`src/verilog/sfd_pkg.sv`:
```
// Purpose: shared constants for the serial flash instruction decoder and its host end
// Assumes: single-bit SPI, mode 0, opcode byte first, MSB first
// Notes: opcodes, field sizes and timing counts for device and host live here; the test files repeat some as literals
package sfd_pkg;
	// ==========================================
	// Opcodes
	localparam logic [7:0] OP_WREN = 8'h06;
	localparam logic [7:0] OP_WRDI = 8'h04;
	localparam logic [7:0] OP_VSR_WREN = 8'h50;
	localparam logic [7:0] OP_RELEASE_ID = 8'hAB;
	localparam logic [7:0] OP_READ = 8'h03;
	localparam logic [7:0] OP_FAST_READ = 8'h0B;
	localparam logic [7:0] OP_PAGE_PROG = 8'h02;
	localparam logic [7:0] OP_ERASE_4K = 8'h20;
	localparam logic [7:0] OP_ERASE_32K = 8'h52;
	localparam logic [7:0] OP_ERASE_64K = 8'hD8;
	localparam logic [7:0] OP_CHIP_ERASE_A = 8'hC7;
	localparam logic [7:0] OP_CHIP_ERASE_B = 8'h60;
	localparam logic [7:0] OP_READ_SR1 = 8'h05;
	localparam logic [7:0] OP_WRITE_SR1 = 8'h01;
	localparam logic [7:0] OP_SEC_ERASE = 8'h44;
	localparam logic [7:0] OP_SEC_PROG = 8'h42;
	localparam logic [7:0] OP_SEC_READ = 8'h48;
	localparam logic [7:0] OP_GLOBAL_LOCK = 8'h7E;
	localparam logic [7:0] OP_GLOBAL_UNLOCK = 8'h98;
	localparam logic [7:0] OP_SUSPEND = 8'h75;
	localparam logic [7:0] OP_RESUME = 8'h7A;
	localparam logic [7:0] OP_POWER_DOWN = 8'hB9;
	localparam logic [7:0] OP_RESET_EN = 8'h66;
	localparam logic [7:0] OP_RESET = 8'h99;
	// ==========================================
	// Framing
	localparam int BITS_PER_BYTE = 8;
	localparam logic [2:0] BIT_LAST = 3'h7;
	localparam logic [3:0] BYTE_CAP = 4'hF; // Byte counter saturates here
	localparam logic [3:0] ADDR_BYTES = 4'h3;
	localparam logic [3:0] ID_DUMMY_BYTES = 4'h3;
	localparam logic [3:0] ONE_DUMMY = 4'h1;
	// ==========================================
	// Timing
	localparam int CLK_NS = 100;
	localparam int SCK_HALF_NS = 400; // Host serial clock half period
	localparam int SCK_HALF_CYC = (SCK_HALF_NS + CLK_NS - 1) / CLK_NS;
	// ==========================================
	// Command classes handed to the array side
	typedef enum logic [3:0] {
		SFD_CMD_NONE = 4'h0, SFD_CMD_WREN = 4'h1, SFD_CMD_WRDI = 4'h2, SFD_CMD_VSR_WREN = 4'h3,
		SFD_CMD_PROG = 4'h4, SFD_CMD_ERASE = 4'h5, SFD_CMD_CHIP_ERASE = 4'h6, SFD_CMD_WRITE_SR = 4'h7,
		SFD_CMD_SEC_ERASE = 4'h8, SFD_CMD_SEC_PROG = 4'h9, SFD_CMD_LOCK = 4'hA, SFD_CMD_UNLOCK = 4'hB,
		SFD_CMD_SUSPEND = 4'hC, SFD_CMD_RESUME = 4'hD, SFD_CMD_POWER_DOWN = 4'hE, SFD_CMD_RESET = 4'hF
	} sfd_cmd_t;
endpackage

```
`src/verilog/sfd_link_if.sv`:
```
// Purpose: single-bit SPI link between host and flash decoder
// Assumes: pins are plain wires, host drives clock, select and data in
// Notes: serial_out is driven by the device at all times; serial_out_oe marks when it carries data
`timescale 1ns/10ps
`default_nettype none
interface sfd_link_if;
	// ==========================================
	// Link wires
	logic sck; // Serial clock from host
	logic cs_n; // Chip select, active low
	logic serial_in; // Host to device data
	logic serial_out; // Device to host data
	logic serial_out_oe; // High while serial_out carries device data
	modport dev (input sck, input cs_n, input serial_in, output serial_out, output serial_out_oe);
	modport host (output sck, output cs_n, output serial_in, input serial_out, input serial_out_oe);
endinterface
`default_nettype wire

```
`src/verilog/sfd_device.sv`:
```
// Purpose: device end; frames, decodes and qualifies serial flash instructions
// Assumes: link pins are asynchronous and sampled twice before use
// Notes: array, status and protection content stand outside as plain ports
//
// What this block does
// [RULE_01] Falling select starts frame, clears counters
// [RULE_02] First eight bits are the opcode
// [RULE_03] Sample on rising clock, MSB first
// [RULE_04] Command acts only at rising select
// [RULE_05] Reads may end after any bit
// [RULE_06] Writes discarded unless frame ends byte-aligned
// [RULE_07] Busy ignores all but status read
// [RULE_08] Opcode plus address, dummy, data bytes
// [RULE_09] ABh wakes, skips three dummies, sends ID
// [RULE_10] 50h enables volatile status write
// [RULE_11] 75h requests suspend
// [RULE_12] 7Ah requests resume
// [RULE_13] 44h takes address, erases security register
// [RULE_14] 42h takes address and data, programs
// [RULE_15] 48h address, one dummy, outputs data
// [RULE_16] 01h writes status register one
// [RULE_17] Decode array read, program, erase opcodes
// [RULE_18] Decode single-byte control opcodes
// [RULE_19] 50h keeps latch, qualifies next status write
// [RULE_20] Write latch required for program, erase, write
// [RULE_21] Protected target region ignores erase, program
`timescale 1ns/10ps
`default_nettype none
module sfd_device
	import sfd_pkg::*;
#(
	parameter int FIFO_DEPTH = 16,
	parameter logic [7:0] PART_CODE = 8'h5A // Arbitrary identifier value
) (
	input wire logic clock,
	input wire logic rstn,
	sfd_link_if.dev link,
	input wire logic busy,
	input wire logic region_protected,
	input wire logic [7:0] read_byte,
	output logic addr_valid,
	output logic [23:0] addr,
	output logic data_valid,
	input wire logic data_ready,
	output logic [7:0] data_byte,
	output logic cmd_valid,
	output sfd_cmd_t cmd,
	output logic cmd_volatile,
	output logic write_enable_latch,
	output logic powered_down
);
	// ==========================================
	// Pin synchronisers
	logic sck_s1_r, sck_s2_r, sck_d_r;
	logic cs_s1_r, cs_s2_r, cs_d_r;
	logic si_s1_r, si_s2_r;
	always_ff @(posedge clock or negedge rstn) begin
		if (!rstn) begin
			sck_s1_r <= 1'b0; sck_s2_r <= 1'b0; sck_d_r <= 1'b0;
			cs_s1_r <= 1'b1; cs_s2_r <= 1'b1; cs_d_r <= 1'b1;
			si_s1_r <= 1'b0; si_s2_r <= 1'b0;
		end else begin
			sck_s1_r <= link.sck; sck_s2_r <= sck_s1_r; sck_d_r <= sck_s2_r;
			cs_s1_r <= link.cs_n; cs_s2_r <= cs_s1_r; cs_d_r <= cs_s2_r;
			si_s1_r <= link.serial_in; si_s2_r <= si_s1_r;
		end
	end
	logic cs_fall, cs_rise, sck_rise, sck_fall, in_frame;
	assign cs_fall = cs_d_r && !cs_s2_r;
	assign cs_rise = !cs_d_r && cs_s2_r;
	assign in_frame = !cs_s2_r;
	assign sck_rise = in_frame && !sck_d_r && sck_s2_r;
	assign sck_fall = in_frame && sck_d_r && !sck_s2_r;
	// ==========================================
	// Shifter and counters
	logic [7:0] sh_r; // Incoming bits
	logic [2:0] bit_r; // Bit within byte
	logic [3:0] byte_r; // Whole bytes done, saturating
	logic [7:0] op_r; // Latched opcode
	logic [23:0] addr_r;
	logic byte_done;
	assign byte_done = sck_rise && (bit_r == BIT_LAST);
	always_ff @(posedge clock or negedge rstn) begin
		if (!rstn) begin
			sh_r <= '0; bit_r <= '0; byte_r <= '0; op_r <= '0; addr_r <= '0;
		end else if (cs_fall) begin
			bit_r <= '0; byte_r <= '0; // [RULE_01]
		end else if (sck_rise) begin
			sh_r <= {sh_r[6:0], si_s2_r}; // Rising edge, MSB first [RULE_03]
			bit_r <= bit_r + 3'h1;
			if (bit_r == BIT_LAST) begin
				byte_r <= (byte_r == BYTE_CAP) ? byte_r : byte_r + 4'h1;
				if (byte_r == '0) begin
					op_r <= {sh_r[6:0], si_s2_r}; // First byte is the opcode [RULE_02]
				end else if (byte_r <= ADDR_BYTES) begin
					addr_r <= {addr_r[15:0], sh_r[6:0], si_s2_r}; // MSB byte first [RULE_13]
				end
			end
		end
	end
	// ==========================================
	// Command layout: address present, dummy bytes before output
	logic has_addr, is_read;
	logic [3:0] dummies;
	logic [7:0] op_cur; // Opcode, usable in the cycle its last bit lands
	assign op_cur = (byte_r == '0) ? {sh_r[6:0], si_s2_r} : op_r;
	always_comb begin
		has_addr = 1'b0; is_read = 1'b0; dummies = '0; // [RULE_08]
		unique case (op_cur)
			OP_READ: begin has_addr = 1'b1; is_read = 1'b1; end // [RULE_17]
			OP_FAST_READ, OP_SEC_READ: begin has_addr = 1'b1; is_read = 1'b1; dummies = ONE_DUMMY; end // [RULE_15]
			OP_RELEASE_ID: begin is_read = 1'b1; dummies = ID_DUMMY_BYTES; end // [RULE_09]
			OP_READ_SR1: is_read = 1'b1;
			OP_PAGE_PROG, OP_SEC_PROG, OP_ERASE_4K, OP_ERASE_32K, OP_ERASE_64K, OP_SEC_ERASE: begin
				has_addr = 1'b1; // [RULE_14]
			end
			default: has_addr = 1'b0;
		endcase
	end
	// Address is complete once three bytes follow the opcode
	logic addr_done;
	assign addr_done = byte_done && has_addr && (byte_r == ADDR_BYTES);
	// ==========================================
	// Outgoing data: one byte per frame byte after the dummies
	logic [7:0] out_r;
	logic so_r, so_oe_r;
	logic first_out;
	// Status read still answers while busy [RULE_07]
	assign first_out = byte_done && is_read && (!busy || op_cur == OP_READ_SR1)
		&& (byte_r == (has_addr ? ADDR_BYTES : 4'h0) + dummies);
	always_ff @(posedge clock or negedge rstn) begin
		if (!rstn) begin
			out_r <= '0; so_r <= 1'b0; so_oe_r <= 1'b0;
		end else if (!in_frame) begin
			so_oe_r <= 1'b0; // Stops output at any bit [RULE_05]
		end else if (first_out || (so_oe_r && byte_done)) begin
			out_r <= (op_r == OP_RELEASE_ID) ? PART_CODE : read_byte; // [RULE_09]
			so_oe_r <= 1'b1;
		end else if (so_oe_r && sck_fall) begin
			so_r <= out_r[3'(BIT_LAST - bit_r)]; // MSB first [RULE_03]
		end
	end
	assign link.serial_out = so_r;
	assign link.serial_out_oe = so_oe_r;
	// ==========================================
	// Data bytes of program and status writes go through a FIFO
	logic push_data, fifo_in_ready;
	assign push_data = byte_done && !busy && ((op_r == OP_WRITE_SR1 && byte_r == 4'h1)
		|| ((op_r == OP_PAGE_PROG || op_r == OP_SEC_PROG) && byte_r > ADDR_BYTES)); // [RULE_16]
	sfd_fifo #(.WIDTH(8), .DEPTH(FIFO_DEPTH)) u_data_fifo (
		.clock(clock), .rstn(rstn),
		.in_valid(push_data), .in_ready(fifo_in_ready), .in_data({sh_r[6:0], si_s2_r}),
		.out_valid(data_valid), .out_ready(data_ready), .out_data(data_byte)
	);
	// ==========================================
	// Command commit at rising select
	sfd_cmd_t kind;
	always_comb begin
		unique case (op_r)
			OP_WREN: kind = SFD_CMD_WREN; // [RULE_18]
			OP_WRDI: kind = SFD_CMD_WRDI;
			OP_VSR_WREN: kind = SFD_CMD_VSR_WREN; // [RULE_10]
			OP_PAGE_PROG: kind = SFD_CMD_PROG;
			OP_ERASE_4K, OP_ERASE_32K, OP_ERASE_64K: kind = SFD_CMD_ERASE;
			OP_CHIP_ERASE_A, OP_CHIP_ERASE_B: kind = SFD_CMD_CHIP_ERASE;
			OP_WRITE_SR1: kind = SFD_CMD_WRITE_SR;
			OP_SEC_ERASE: kind = SFD_CMD_SEC_ERASE; // [RULE_13]
			OP_SEC_PROG: kind = SFD_CMD_SEC_PROG;
			OP_GLOBAL_LOCK: kind = SFD_CMD_LOCK;
			OP_GLOBAL_UNLOCK: kind = SFD_CMD_UNLOCK;
			OP_SUSPEND: kind = SFD_CMD_SUSPEND; // [RULE_11]
			OP_RESUME: kind = SFD_CMD_RESUME; // [RULE_12]
			OP_POWER_DOWN: kind = SFD_CMD_POWER_DOWN;
			OP_RESET: kind = SFD_CMD_RESET;
			default: kind = SFD_CMD_NONE;
		endcase
	end
	logic write_enable_latch_r, powered_down_r, vsr_armed_r, reset_armed_r;
	logic needs_wel, aligned, frame_ok, len_ok;
	assign needs_wel = kind inside {SFD_CMD_PROG, SFD_CMD_ERASE, SFD_CMD_CHIP_ERASE, SFD_CMD_WRITE_SR,
		SFD_CMD_SEC_ERASE, SFD_CMD_SEC_PROG};
	assign aligned = (bit_r == '0) && (byte_r != '0); // [RULE_06]
	assign len_ok = has_addr ? (byte_r > ADDR_BYTES
		|| (byte_r == ADDR_BYTES && op_r != OP_PAGE_PROG && op_r != OP_SEC_PROG)) : 1'b1;
	assign frame_ok = aligned && len_ok && !busy && !is_read && (kind != SFD_CMD_NONE || op_r == OP_RESET_EN)
		&& !(needs_wel && !write_enable_latch_r) // [RULE_20]
		&& !(needs_wel && kind != SFD_CMD_WRITE_SR && region_protected) // [RULE_21]
		&& !(powered_down_r && op_r != OP_RELEASE_ID)
		&& !(kind == SFD_CMD_RESET && !reset_armed_r);
	logic cmd_valid_r, cmd_volatile_r, addr_valid_r;
	sfd_cmd_t cmd_r;
	// Commit, latches and status; busy blocks all but status read [RULE_07]
	always_ff @(posedge clock or negedge rstn) begin
		if (!rstn) begin
			cmd_valid_r <= 1'b0; cmd_r <= SFD_CMD_NONE; cmd_volatile_r <= 1'b0; addr_valid_r <= 1'b0;
			write_enable_latch_r <= 1'b0; powered_down_r <= 1'b0; vsr_armed_r <= 1'b0; reset_armed_r <= 1'b0;
		end else begin
			cmd_valid_r <= 1'b0;
			addr_valid_r <= addr_done && !busy;
			if (cs_rise && !busy) begin
				if (op_r == OP_RELEASE_ID && byte_r != '0) begin
					powered_down_r <= 1'b0; // [RULE_09]
				end
				if (frame_ok) begin // Only at rising select [RULE_04]
					cmd_valid_r <= (kind != SFD_CMD_NONE);
					cmd_r <= kind;
					cmd_volatile_r <= (kind == SFD_CMD_WRITE_SR) && vsr_armed_r; // [RULE_19]
					if (kind == SFD_CMD_WREN) write_enable_latch_r <= 1'b1;
					if (kind == SFD_CMD_WRDI || needs_wel) write_enable_latch_r <= 1'b0;
					if (kind == SFD_CMD_POWER_DOWN) powered_down_r <= 1'b1;
					reset_armed_r <= (op_r == OP_RESET_EN);
					vsr_armed_r <= (kind == SFD_CMD_VSR_WREN); // Latch untouched [RULE_19]
				end
			end
		end
	end
	assign cmd_valid = cmd_valid_r;
	assign cmd = cmd_r;
	assign cmd_volatile = cmd_volatile_r;
	assign addr_valid = addr_valid_r;
	assign addr = addr_r;
	assign write_enable_latch = write_enable_latch_r;
	assign powered_down = powered_down_r;
endmodule
`default_nettype wire

```
`src/verilog/sfd_fifo.sv`:
```
// Purpose: small flip-flop FIFO with valid/ready on both sides
// Assumes: one clock, synchronous flow
// Notes: full and empty are exact; no write when full, no read when empty
`timescale 1ns/10ps
`default_nettype none
module sfd_fifo #(
	parameter int WIDTH = 8,
	parameter int DEPTH = 16
) (
	input wire logic clock,
	input wire logic rstn,
	input wire logic in_valid,
	output logic in_ready,
	input wire logic [WIDTH-1:0] in_data,
	output logic out_valid,
	input wire logic out_ready,
	output logic [WIDTH-1:0] out_data
);
	localparam int AW = $clog2(DEPTH);
	// ==========================================
	// Storage and pointers
	logic [WIDTH-1:0] mem_r [DEPTH]; // Entries
	logic [AW-1:0] wr_r; // Write index
	logic [AW-1:0] rd_r; // Read index
	logic [AW:0] cnt_r; // Fill level
	logic push;
	logic pop;
	assign in_ready = (cnt_r != (AW+1)'(DEPTH));
	assign out_valid = (cnt_r != '0);
	assign out_data = mem_r[rd_r];
	assign push = in_valid && in_ready;
	assign pop = out_valid && out_ready;
	// Storage write
	always_ff @(posedge clock) begin
		if (push) begin
			mem_r[wr_r] <= in_data;
		end
	end
	// Pointer and level update
	always_ff @(posedge clock or negedge rstn) begin
		if (!rstn) begin
			wr_r <= '0;
			rd_r <= '0;
			cnt_r <= '0;
		end else begin
			if (push) begin
				wr_r <= (wr_r == AW'(DEPTH - 1)) ? '0 : wr_r + AW'(1);
			end
			if (pop) begin
				rd_r <= (rd_r == AW'(DEPTH - 1)) ? '0 : rd_r + AW'(1);
			end
			cnt_r <= cnt_r + (AW+1)'(push) - (AW+1)'(pop);
		end
	end
endmodule
`default_nettype wire

```
`src/flat_wrapper.sv`:
```
// flat-port wrapper written by rule: the top's interface ports become plain ports
module sfd_device_flat import sfd_pkg::*;
#(
	parameter int FIFO_DEPTH = 16,
	parameter logic [7:0] PART_CODE = 8'h5A                              
)
  (clock, rstn, busy, region_protected, read_byte, addr_valid, addr, data_valid, data_ready, data_byte, cmd_valid, cmd, cmd_volatile, write_enable_latch, powered_down, link_sck, link_cs_n, link_serial_in, link_serial_out, link_serial_out_oe);
  sfd_link_if link_i ();
  input wire logic clock;
  input wire logic rstn;
  input wire logic busy;
  input wire logic region_protected;
  input wire logic [7:0] read_byte;
  output logic addr_valid;
  output logic [23:0] addr;
  output logic data_valid;
  input wire logic data_ready;
  output logic [7:0] data_byte;
  output logic cmd_valid;
  output sfd_cmd_t cmd;
  output logic cmd_volatile;
  output logic write_enable_latch;
  output logic powered_down;
  input wire logic [$bits(link_i.sck)-1:0] link_sck;
  input wire logic [$bits(link_i.cs_n)-1:0] link_cs_n;
  input wire logic [$bits(link_i.serial_in)-1:0] link_serial_in;
  output wire logic [$bits(link_i.serial_out)-1:0] link_serial_out;
  output wire logic [$bits(link_i.serial_out_oe)-1:0] link_serial_out_oe;
  assign link_i.sck = link_sck;
  assign link_i.cs_n = link_cs_n;
  assign link_i.serial_in = link_serial_in;
  assign link_serial_out = link_i.serial_out;
  assign link_serial_out_oe = link_i.serial_out_oe;
  sfd_device #(.FIFO_DEPTH(FIFO_DEPTH), .PART_CODE(PART_CODE)) u_core (.clock(clock), .rstn(rstn), .link(link_i), .busy(busy), .region_protected(region_protected), .read_byte(read_byte), .addr_valid(addr_valid), .addr(addr), .data_valid(data_valid), .data_ready(data_ready), .data_byte(data_byte), .cmd_valid(cmd_valid), .cmd(cmd), .cmd_volatile(cmd_volatile), .write_enable_latch(write_enable_latch), .powered_down(powered_down));
endmodule
```
`config.mk`:
```
export PLATFORM = sky130hd
export DESIGN_NAME = sfd_device_flat
export DESIGN_NICKNAME = d
export VERILOG_FILES = /design/src/verilog/sfd_pkg.sv /design/src/verilog/sfd_link_if.sv /design/src/verilog/sfd_device.sv /design/src/verilog/sfd_fifo.sv /design/src/flat_wrapper.sv
export SDC_FILE = /design/constraint.sdc
export NUM_CORES = 1
export LEC_CHECK = 0
export ABC_AREA = 1
export CORE_ASPECT_RATIO = 0.7
export CORE_MARGIN = 4
export CORE_UTILIZATION = 31
export DETAILED_ROUTE_END_ITERATION = 6
export DONT_BUFFER_PORTS = 1
export SYNTH_ARGS = -nofsm -noshare
export SYNTH_HDL_FRONTEND = slang
export SYNTH_SLANG_ARGS = --single-unit
export TNS_END_PERCENT = 1
```
`constraint.sdc`:
```
create_clock -name clock -period 4.2 [get_ports clock]
set_clock_uncertainty 0.2 [all_clocks]
set_input_delay 0.84 -clock clock [delete_from_list [all_inputs] [get_ports clock]]
set_output_delay 0.84 -clock clock [all_outputs]
set_load 0.01 [all_outputs]
```
== After elaboration in Yosys (flattened, before gate mapping) ==
Memories as Yosys holds them, arrays and structs flattened.
Cells that the tools add are included.

* Add/sub/neg operators: 8
* Magnitude comparators: 3
* Eq/ne operators: 55
* Muxes and demuxes: 29
* Bitwise operators: 4
* Reductions and logical operators: 82

{| class="wikitable"
|+ Operators with widths
! cell !! number
|-
| equality test 8 x 7 -> 1 bit (second input constant) || 13
|-
| equality test 8 bit (second input constant) || 8
|-
| one-hot mux 4 bit (15 select lines) || 1
|-
| logical AND 1 bit || 40
|-
| equality test 4 bit (second input constant) || 7
|-
| equality test 8 x 2 -> 1 bit (second input constant) || 3
|-
| equality test 8 x 3 -> 1 bit (second input constant) || 3
|-
| two-way mux 4 bit || 6
|-
| equality test 4 x 3 -> 1 bit (second input constant) || 4
|-
| equality test 8 x 6 -> 1 bit (second input constant) || 2
|-
| two-way mux 8 bit || 2
|-
| two-way mux 1 bit || 15
|-
| adder 4 x 1 -> 4 bit (second input constant) || 3
|-
| equality test 4 x 2 -> 1 bit (second input constant) || 3
|-
| logical NOT 1 bit || 12
|-
| AND reduction 3 bit || 4
|-
| OR reduction 9 bit || 1
|-
| equality test 4 x 1 -> 1 bit (second input constant) || 2
|-
| equality test 8 x 1 -> 1 bit (second input constant) || 1
|-
| equality test 8 x 4 -> 1 bit (second input constant) || 1
|-
| inequality test 8 x 2 -> 1 bit (second input constant) || 1
|-
| inequality test 8 x 7 -> 1 bit (second input constant) || 1
|-
| inequality test 8 bit (second input constant) || 1
|-
| nonzero test 2 bit || 4
|-
| other kinds (29) || 43
|}

* Register bits: 88
* RAM bits: 128
* Bits of input ports: 16
* Memories: 1

{| class="wikitable"
|+ Memories
! name !! depth !! width !! read ports !! clocked after memory_dff !! write ports !! RTL line !! text
|-
| u_core.u_data_fifo.mem_r || 16 || 8 || 1 || 0 || 1 || sfd_fifo.sv:22 || <nowiki>logic [WIDTH-1:0] mem_r [DEPTH];</nowiki>
|}

== Logic depth before layout (Yosys ltp) ==
Gate-level depths: netlist of run 1.

* Word-level depth: 16
* Mapped depth: 22

== Cells and area by module ==
From an unflattened synthesis of run 1, not the netlist that was laid out.

* Cell total of the unflattened synthesis: 1171
* Area, all modules: 10482.6 µm²

{| class="wikitable"
|+ By module, submodules not included
! module !! instances !! cells an instance !! area an instance (µm²) !! seq. area each (µm²)
|-
| sfd_fifo || 1 || 657 || 6412.4 || 4169.0
|-
| sfd_device || 1 || 514 || 4070.2 || 1880.6
|}

== Worst setup path after synthesis of run 1 ==
Ideal clock, no wire load.

* Path kind: register -> register
* Start: register u_core.byte_r[0]
* End: register u_core.out_r[7]
* Setup time: 0.083 ns
* Arrival time: 3.222 ns
* Path slack: 0.696 ns
* Stages on the path, launching flop included: 23
* Path buffers: 3
* Cells stage by stage: dfrtp_1 > inv_1 > ha_1 > buf_2 > nand2_4 > buf_4 > nand2_1 > nand2_1 > nand2_1 > nor2_1 > nand2_1 > nand2_1 > nor2_2 > nand2_2 > ha_1 > fa_1 > o21ai_0 > nor3_1 > nand4_1 > o22ai_2 > buf_4 > nand3_1 > o21ai_0

* Cells in the longest elaborated chain, start to end: 11
* Elaborated cells between the ends (all ways): 28
* Classes of those cells: 1 x add/sub; 12 x eq/ne; 5 x mux; 10 x reduce/logical

{| class="wikitable"
|+ RTL lines
! what !! RTL line !! text
|-
| start, declared || sfd_device.sv:78 || <nowiki>logic [3:0] byte_r;</nowiki>
|-
| start signal, assigned || sfd_device.sv:92 || <nowiki>byte_r <= (byte_r == BYTE_CAP) ? byte_r : byte_r + 4'h1;</nowiki>
|-
| logical NOT 4 bit || sfd_device.sv:106 || <nowiki>assign op_cur = (byte_r == '0) ? {sh_r[6:0], si_s2_r} : op_r;</nowiki>
|-
| two-way mux 8 bit || sfd_device.sv:106 ||
|-
| equality test 8 x 2 -> 1 bit, or another cell as far along || sfd_device.sv:109 || <nowiki>unique case (op_cur)</nowiki>
|-
| OR reduction 9 bit (no line) || n/a ||
|-
| two-way mux 1 bit || sfd_device.sv:109 ||
|-
| two-way mux 2 bit || sfd_device.sv:130 || <nowiki>&& (byte_r == (has_addr ? ADDR_BYTES : 4'h0) + dummies);</nowiki>
|-
| adder 4 x 2 -> 4 bit || sfd_device.sv:130 ||
|-
| equality test 4 bit || sfd_device.sv:130 ||
|-
| logical AND 1 bit * || sfd_device.sv:130 ||
|-
| logical OR 1 bit * || sfd_device.sv:136 || <nowiki>end else if (first_out || (so_oe_r && byte_done)) begin</nowiki>
|-
| AND reduction 2 bit (no line) * || n/a ||
|-
| end signal, assigned || sfd_device.sv:137 || <nowiki>out_r <= (op_r == OP_RELEASE_ID) ? PART_CODE : read_byte;</nowiki>
|-
| end, declared || sfd_device.sv:125 || <nowiki>logic [7:0] out_r;</nowiki>
|}

Every way passes the cells marked *; elsewhere a longest branch is shown, timed or not.
A chain may end at the register's enable or synchronous reset.

== Worst setup path after layout of run 1 ==
Ends and elaborated chain as after synthesis.

==> results of run 1 <==
[routing by layer]
metal	global-route usage	vias up
met1	0.212	3191
met3	0.0322	28
met5	0	-
met2	0.186	203
li1	-	3250
met4	0.0251	2
[worst min path at each step]
stage	to	depth (start not counted)
after floorplan	u_core.sck_s2_r$_DFF_PN0_	0
after global placement	u_core.sck_s2_r$_DFF_PN0_	0
after detailed placement	u_core.sck_s2_r$_DFF_PN0_	0
after CTS	u_core.cmd[1]$_DFFE_PN0P_	1
after global routing	u_core.cmd[2]$_DFFE_PN0P_	1
final	u_core.cmd_volatile$_DFFE_PN0P_	1
[what timing repair did]
item | 4_1_cts | 5_1_grt
hold endpoints to repair | 88 | 0
hold buffers | 1 | 0
setup buffers | 0 | 0
endpoints found under the setup margin | 0 | 0
[cells by family (layout without fill, tap and decap cells)]
family	after synthesis	after routing
multiplexers	27	27
adder cells (fa/ha/maj)	20	20
XOR/XNOR	8	8
AND/OR/NAND/NOR	407	407
flip-flops	216	216
buffers and inverters	111	146
AO/OA/AOI/OAI	145	145
[cell type report]
cell class | count | area share
clock buffer | 34 | 0.0608
clock inverter | 8 | 0.00898
inverter | 77 | 0.0259
multi-input combinational | 607 | 0.292
sequential | 216 | 0.543
tap | 420 | 0.0471
timing repair buffer | 27 | 0.0222
[cells in the mapped netlist, drive strengths merged (6+ instances only)]
cell type	number	area, um2
nand2	167	652
nor2	152	591
edfxtp	128	3840
dfrtp	85	2130
o21ai	83	442
inv	75	282
nand3	60	325
clkbuf	23	86.3
o32ai	21	184
a21oi	18	90.1
ha	18	225
nor3	17	90.1
mux2	16	180
o221ai	12	105
buf	11	77.6
mux2i	11	110
nand4	8	50.1
xor2	6	52.6
[per-stage QoR]
stage / power, mW / setup slack [ps] / util / hold slack [ps] / instances
finish: 5.91 / 397 / 0.359 / 34.5 / 1389
global route: 6.23 / 19.8 / 0.359 / 61.9 / 1389
CTS: 5.99 / 404 / 0.359 / 37.8 / 1389
detailed placement: 3.86 / 434 / 0.333 / 135 / 1346
global placement: 3.84 / 519 / 0.333 / 135 / 1346
floorplan: 3.42 / 696 / - / 131 / 934
[where the power goes]
part           internal (mW)  total, mW  switching, mW
Sequential              2.36       2.46         0.0929
Combinational          0.443       1.37          0.926
Clock                   1.25       2.08          0.836
[placed cells by master (no fill, tap or decap), drive strengths merged, types with 6 or more instances in the layout]
master / count
nand3: 60
buf: 27
dfrtp: 85
o32ai: 21
mux2: 16
a21oi: 18
o21ai: 83
nand2: 167
edfxtp: 128
o221ai: 12
xor2: 6
ha: 18
inv: 77
mux2i: 11
nand4: 8
clkbuf: 34
nor2: 152
nor3: 17
[critical path: cells and delay by family, from the launching register on]
kind / cells / cell delay [ps]
buffers and inverters: 2 / 310
adder cells (fa/ha/maj): 3 / 940
AO/OA/AOI/OAI: 3 / 690
AND/OR/NAND/NOR: 11 / 1180
flip-flops: 1 / 390
[state kept, by name, summed over array words and instances (netlist names), 3 cells and up]
signal / count
u_core.u_data_fifo.wr_r: 4
u_core.byte_r: 4
u_core.cmd: 4
u_core.u_data_fifo.rd_r: 4
u_core.out_r: 8
u_core.u_data_fifo.cnt_r: 5
u_core.u_data_fifo.mem_r: 128
u_core.sh_r: 7
u_core.bit_r: 3
u_core.op_r: 8
u_core.addr: 24
==> flow_metrics.py, run 1 <==
metrics = {
    "setup_path": {
        "cp-start-kind": "flip-flop",
        "crit_arrival_ps": 4020,
        "cp_slowest_cell": "fa_1",
        "cp_cell_sequence": "inv_1, ha_1, buf_4, nand3_1, nand2_1, nand2_1, nor2_1, nand2_1, nand2_1, nor2_2, nand2_2, ha_1, fa_1, o21ai_0, nor3_1, nand4_1, o22ai_2, nand3_1, o21ai_0",
        "cp_data_required_time_ps": 4420,
        "rr_worst_depth": 19,
        "r2r_start": "u_core.byte_r[0]$_DFFE_PN0P_",
        "endpoint": "u_core.out_r[7]$_DFFE_PN0P_",
        "crit_type": "reg2reg",
        "regToRegSetupSlack_ps": 400,
        "crit_path_start": "u_core.byte_r[0]$_DFFE_PN0P_",
        "r2r-end": "u_core.out_r[7]$_DFFE_PN0P_",
        "path_common_cell": "nand2_1",
        "crit_path_end_kind": "flip-flop",
        "max_stage_delay_ps": 500,
        "path_max_fanout": 17,
    },
    "sta": {
        "worst_pin_slew_ps": 1040,
        "rsz0062_at_grt": "no",
        "fmax_mhz": 263,
        "fin_crit_sh": 0.905,
        "tns_ps": 0,
        "hold_viol": 0,
        "max_slew_margin": 0.304,
        "drv_slew": 0,
        "setup_viol": 0,
        "fin_crit_ps": 3800,
    },
    "routing": {
        "dr_wl_met2_mm": 9.33,
        "drtIter0Drc": 612,
        "firstDrtPassIters": 6,
        "routed_wl_mm": 23.1,
        "wl_met3_mm": 1.69,
        "ant_nets": 0,
        "m1WireLength_mm": 11.7,
        "wl_per_cell_um": 16.7,
        "vias": 6674,
        "top_layer": "met5",
        "route.detailed.drc": 0,
        "drt-vias-per-instance": 4.80,
    },
    "finish": {
        "multi_input_area_um2": 3260,
        "syn2layout_area_growth_pct": 14.2,
        "final_layout_size_suffix_gt1_frac": 0.110,
        "design_area_um2": 11100,
        "n_antenna_cell": 0,
        "fillCellCount": 3095,
        "layout.area.seq_um2": 6050,
        "nets": 988,
    },
    "synth": {
        "ys_ff_latch": 216,
        "yosysWarnings": 0,
        "ys_seq_area_frac": 0.620,
        "synth_cells": 934,
        "synth_xor_area_frac": 0.00718,
        "syn_avg_cell_area_um2": 10.5,
        "syn-num-nets": 970,
        "synth_compound_area_frac": 0.0928,
        "yosys.area_share.adder": 0.0272,
        "async_flop_share": 0.407,
        "synthFlopType": "edfxtp_1",
        "synth_top_family_by_area": "simple AND/OR/NAND/NOR gates",
        "synthSimpleGateAreaFrac": 0.177,
        "ys_types": 43,
        "synth_edf_count": 128,
        "synth_mux_area_frac": 0.0297,
        "syn-cell-area_um2": 9760,
    },
    "clock_network": {
        "clk_pin_slew_worst_paths_ps": 60,
        "clock_latency_ps": 510,
        "cts_tree": "done",
        "cts_resized": 0,
        "ctsLongestPathBuffers": 3,
        "numCtsBuffers": 23,
        "ctsRootBufferMaster": "clkbuf_16",
        "htreeDepth": 1,
        "clock_sinks": 216,
    },
    "grt": {
        "antenna_found_initial": 1,
        "grt-ovfl-total": 0,
        "grt_start_max_net_pins": 89,
        "grt_pass1_vias": 6369,
        "grt_use_total": 0.134,
        "grt_pass1_wl_mm": 36.6,
    },
    "die": {
        "rows": 54,
        "die_h_um": 156,
        "die_area_um2": 34400,
        "fp.dieW_um": 220,
        "io_pins": 60,
        "start_util": 0.314,
        "coreArea_um2": 31100,
    },
    "place": {
        "port_buffers": 0,
        "place_area_um2": 10300,
        "hpwl_mm": 15.5,
        "gp_congestion": 0.884,
    },
    "power": {
        "vdd_ir_drop_max_mv": 0.262,
        "power_density_nw_per_um2": 530,
        "p_leak_nw": 4.46,
    },
    "run": {
        "maxCapViolCount": 0,
    },
    "run_status": {
        "status": "completed",
    },
    "hold_path": {
        "hp-class": "in2async",
    },
}
Note: power is estimated with default switching activity, not from simulation.
==> run 2, diff against run 1 <==
--- a/config.mk
+++ b/config.mk
@@ -11,7 +11,9 @@
 export CORE_UTILIZATION = 31
 export DETAILED_ROUTE_END_ITERATION = 6
 export DONT_BUFFER_PORTS = 1
+export RECOVER_POWER = 25
 export SYNTH_ARGS = -nofsm -noshare
 export SYNTH_HDL_FRONTEND = slang
+export SYNTH_HIERARCHICAL = 1
 export SYNTH_SLANG_ARGS = --single-unit
 export TNS_END_PERCENT = 1
==> run 2 against run 1 <==
Net effect:
- the flow now finishes with violations (capacitance limit, slew limit)
- final cell count increased by 19%
- area after synthesis grew 7.4%
- clock-buffer cell count fell by 5
- critical path depth increased by 3
- sequential power about the same
- global-route usage hardly changed
- synthesized cell count up 25%
- first-iteration DRC count up 17%
- sequential cell count unchanged
- power grew 1.7%
- critical path type unchanged
- critical endpoint is now u_core/out_r[7]$_DFFE_PN0P_
==> flow_metrics.py, run 2 <==
metrics = {
    "run_status": {
        "status": "finished, violations left",
        "violations": "capacitance limit, slew limit",
    },
    "die": {
        "die_h_um": 162,
        "rows": 56,
        "fp.dieW_um": 228,
        "io_pins": 60,
        "start_util": 0.314,
        "coreArea_um2": 33400,
        "die_area_um2": 36900,
    },
    "setup_path": {
        "path_common_cell": "nand2_1",
        "crit_arrival_ps": 4050,
        "path_max_fanout": 15,
        "r2r_start": "u_core/byte_r[0]$_DFFE_PN0P_",
        "cp_slowest_cell": "dfrtp_1",
        "rr_worst_depth": 22,
        "cp-start-kind": "flip-flop",
        "crit_path_end_kind": "flip-flop",
        "cp_data_required_time_ps": 4410,
        "max_stage_delay_ps": 440,
        "r2r-end": "u_core/out_r[7]$_DFFE_PN0P_",
        "crit_path_start": "u_core/byte_r[0]$_DFFE_PN0P_",
        "crit_type": "reg2reg",
        "cp_cell_sequence": "inv_1, ha_4, nand2_4, nand2_1, nand2_1, nand2_1, nor2_2, nand2_1, nand2_2, nor2_2, nand2_2, ha_1, inv_1, fa_1, nand2_1, nand2_1, a2111oi_0, nand3_1, o21ai_2, inv_2, nand2_1, nand2_1",
        "regToRegSetupSlack_ps": 360,
    },
    "grt": {
        "use_met3": 0.0302,
        "grt_pass1_wl_mm": 40.1,
        "met1_usage": 0.217,
        "grt_start_max_net_pins": 89,
        "met2_usage": 0.184,
        "grt-ovfl-total": 0,
        "grt_use_total": 0.134,
        "top_usage_layer": "met1",
        "antenna_found_initial": 1,
        "grt_pass1_vias": 7034,
    },
    "place": {
        "hpwl_mm": 16.8,
        "port_buffers": 0,
        "gp_congestion": 0.892,
        "placedCellCount": 1606,
        "place_area_um2": 11100,
    },
    "synth": {
        "synthFlopType": "edfxtp_1",
        "syn-num-nets": 1207,
        "syn_avg_cell_area_um2": 8.95,
        "async_flop_share": 0.407,
        "yosysWarnings": 6,
        "ys_ff_latch": 216,
        "yosysMostFrequentCell": "nand2_1",
        "synth_cells": 1171,
        "synth_edf_count": 128,
        "synth_commonest_cells": "nand2_1, inv_1, edfxtp_1",
        "synth_top_cells_by_area": "edfxtp_1, dfrtp_1, nand2_1, inv_1, nand3_1",
        "ys_types": 41,
        "syn-cell-area_um2": 10500,
        "ys_seq_area_frac": 0.577,
        "yosys.area.top_type_share": 0.367,
        "synth_area_leader_cell": "edfxtp_1",
    },
    "routing": {
        "route.detailed.drc": 0,
        "ant_nets": 0,
        "routed_wl_mm": 25.2,
        "wl_per_cell_um": 15.3,
        "firstDrtPassIters": 5,
        "vias": 7597,
        "drt-vias-per-instance": 4.60,
        "drtIter0Drc": 716,
    },
    "finish": {
        "fin_cells": 1651,
        "syn2layout_area_growth_pct": 13.4,
        "layout_common_cells": "nand2_1, inv_1, edfxtp_1, nand3_1, dfrtp_1",
        "fin_util": 0.356,
        "design_area_um2": 11900,
        "largest_reg_flops": 128,
        "final_layout_size_suffix_gt1_frac": 0.106,
        "final_common_cell": "nand2_1",
        "top_register": "u_core/u_data_fifo/mem_r",
        "fillCellCount": 3336,
        "nets": 1234,
    },
    "clock_network": {
        "clock_sinks": 216,
        "cts_tree": "done",
        "numCtsBuffers": 24,
        "clock_latency_ps": 520,
        "htreeDepth": 1,
        "clk_pin_slew_worst_paths_ps": 60,
        "ctsRootBufferMaster": "clkbuf_16",
        "ctsLongestPathBuffers": 3,
    },
    "sta": {
        "max_slew_margin": -0.501,
        "drv_slew": 89,
        "worst_pin_slew_ps": 2250,
        "fin_crit_ps": 3840,
        "setup_viol": 0,
        "tns_ps": 0,
        "holdWs_ps": 112,
        "hold_viol": 0,
        "fin_crit_sh": 0.915,
        "fmax_mhz": 260,
        "rsz0062_at_grt": "no",
    },
    "hold_path": {
        "whs_endpoint": "u_core/cs_s1_r$_DFF_PN1_",
        "hp-class": "in2reg",
        "hold_path_startpoint": "link_cs_n",
        "whs_path_depth": 0,
    },
    "power": {
        "vdd_ir_drop_max_mv": 0.269,
        "p_leak_nw": 5.58,
        "power_density_nw_per_um2": 506,
    },
    "run": {
        "maxCapViolCount": 1,
    },
}
[run 2: cell count changes in the layout (fill, tap and decap cells not counted), sizes merged, moves of 3 or more]
cell    before  now
inv         77  204
buf         27   30
mux2i       11    0
clkinv       5   11
o21ai       83   54
o32ai       21    0
o221ai      12    1
o211ai       5    0
nand2      167  380
a21oi       18   11
nand3       60  117
nor3        17    6
nor2       152   88
[run 2: cell families (layout without fill, tap and decap cells)]
family / after synthesis / after routing / share of synthesized area
buffers and inverters: 236 / 280 / 0.0907
AO/OA/AOI/OAI: 71 / 71 / 0.0382
adder cells (fa/ha/maj): 20 / 20 / 0.0253
flip-flops: 216 / 216 / 0.577
other: 0 / 1 / 0
AND/OR/NAND/NOR: 606 / 606 / 0.246
multiplexers: 16 / 16 / 0.0172
XOR/XNOR: 6 / 6 / 0.00501
[run 2: stage by stage]
| step | total power [mW] | worst slack, ps |
|---|---|---|
| 5_1_grt | 6.34 | 24.6 |
| 4_1_cts | 6.08 | 148 |
| 6_report | 6.01 | 358 |
| 2_1_floorplan | 3.50 | 719 |
| 3_5_place_dp | 3.91 | 158 |
| 3_3_place_gp | 3.90 | 252 |
[run 2: metal layers]
metal,up-vias,wire (um),share of wire
met1,3595,13000,0.52
met2,203,9920,0.39
li1,3767,-,-
met4,0,365,0.014
met3,32,1880,0.075
met5,-,0,0
[run 2: worst max path at each step]
stage,end,cells after the start,slack [ps]
floorplan,u_core/out_r[0]$_DFFE_PN0P_,21,720
global placement,u_core/out_r[0]$_DFFE_PN0P_,20,250
detailed placement,u_core/out_r[7]$_DFFE_PN0P_,20,160
CTS,u_core/out_r[7]$_DFFE_PN0P_,20,150
global route,u_core/out_r[0]$_DFFE_PN0P_,22,20
finish,u_core/out_r[7]$_DFFE_PN0P_,22,360
[run 2: critical path: cells and delay by family, from the launching register on]
kind | cells | cell delay, ps
AND/OR/NAND/NOR | 14 | 1430
adder cells (fa/ha/maj) | 3 | 740
buffers and inverters | 3 | 320
AO/OA/AOI/OAI | 2 | 590
flip-flops | 1 | 440
[run 2: cell type report]
type,count,area [um2],share of cell area
Sequential cell,216,6050,0.509
Multi-Input combinational cell,719,3490,0.294
Inverter,204,766,0.0644
Clock buffer,29,651,0.0547
Tap cell,435,544,0.0458
Timing Repair Buffer,33,238,0.0200
Clock inverter,14,140,0.0118
Antenna cell,1,2.50,0.000211
[run 2: repair_timing]
action                                 4_1_cts  5_1_grt
setup buffers                                0        0
gates resized for setup                      0        2
hold buffers                                 1        0
setup endpoints to repair                    0        9
endpoints found under the hold margin       88        0
[run 2: report_power, final]
part | switching [mW] | leakage (nW) | internal [mW]
Clock | 0.847 | 0.388 | 1.28
Combinational | 1.05 | 2.88 | 0.406
Sequential | 0.0644 | 2.30 | 2.36
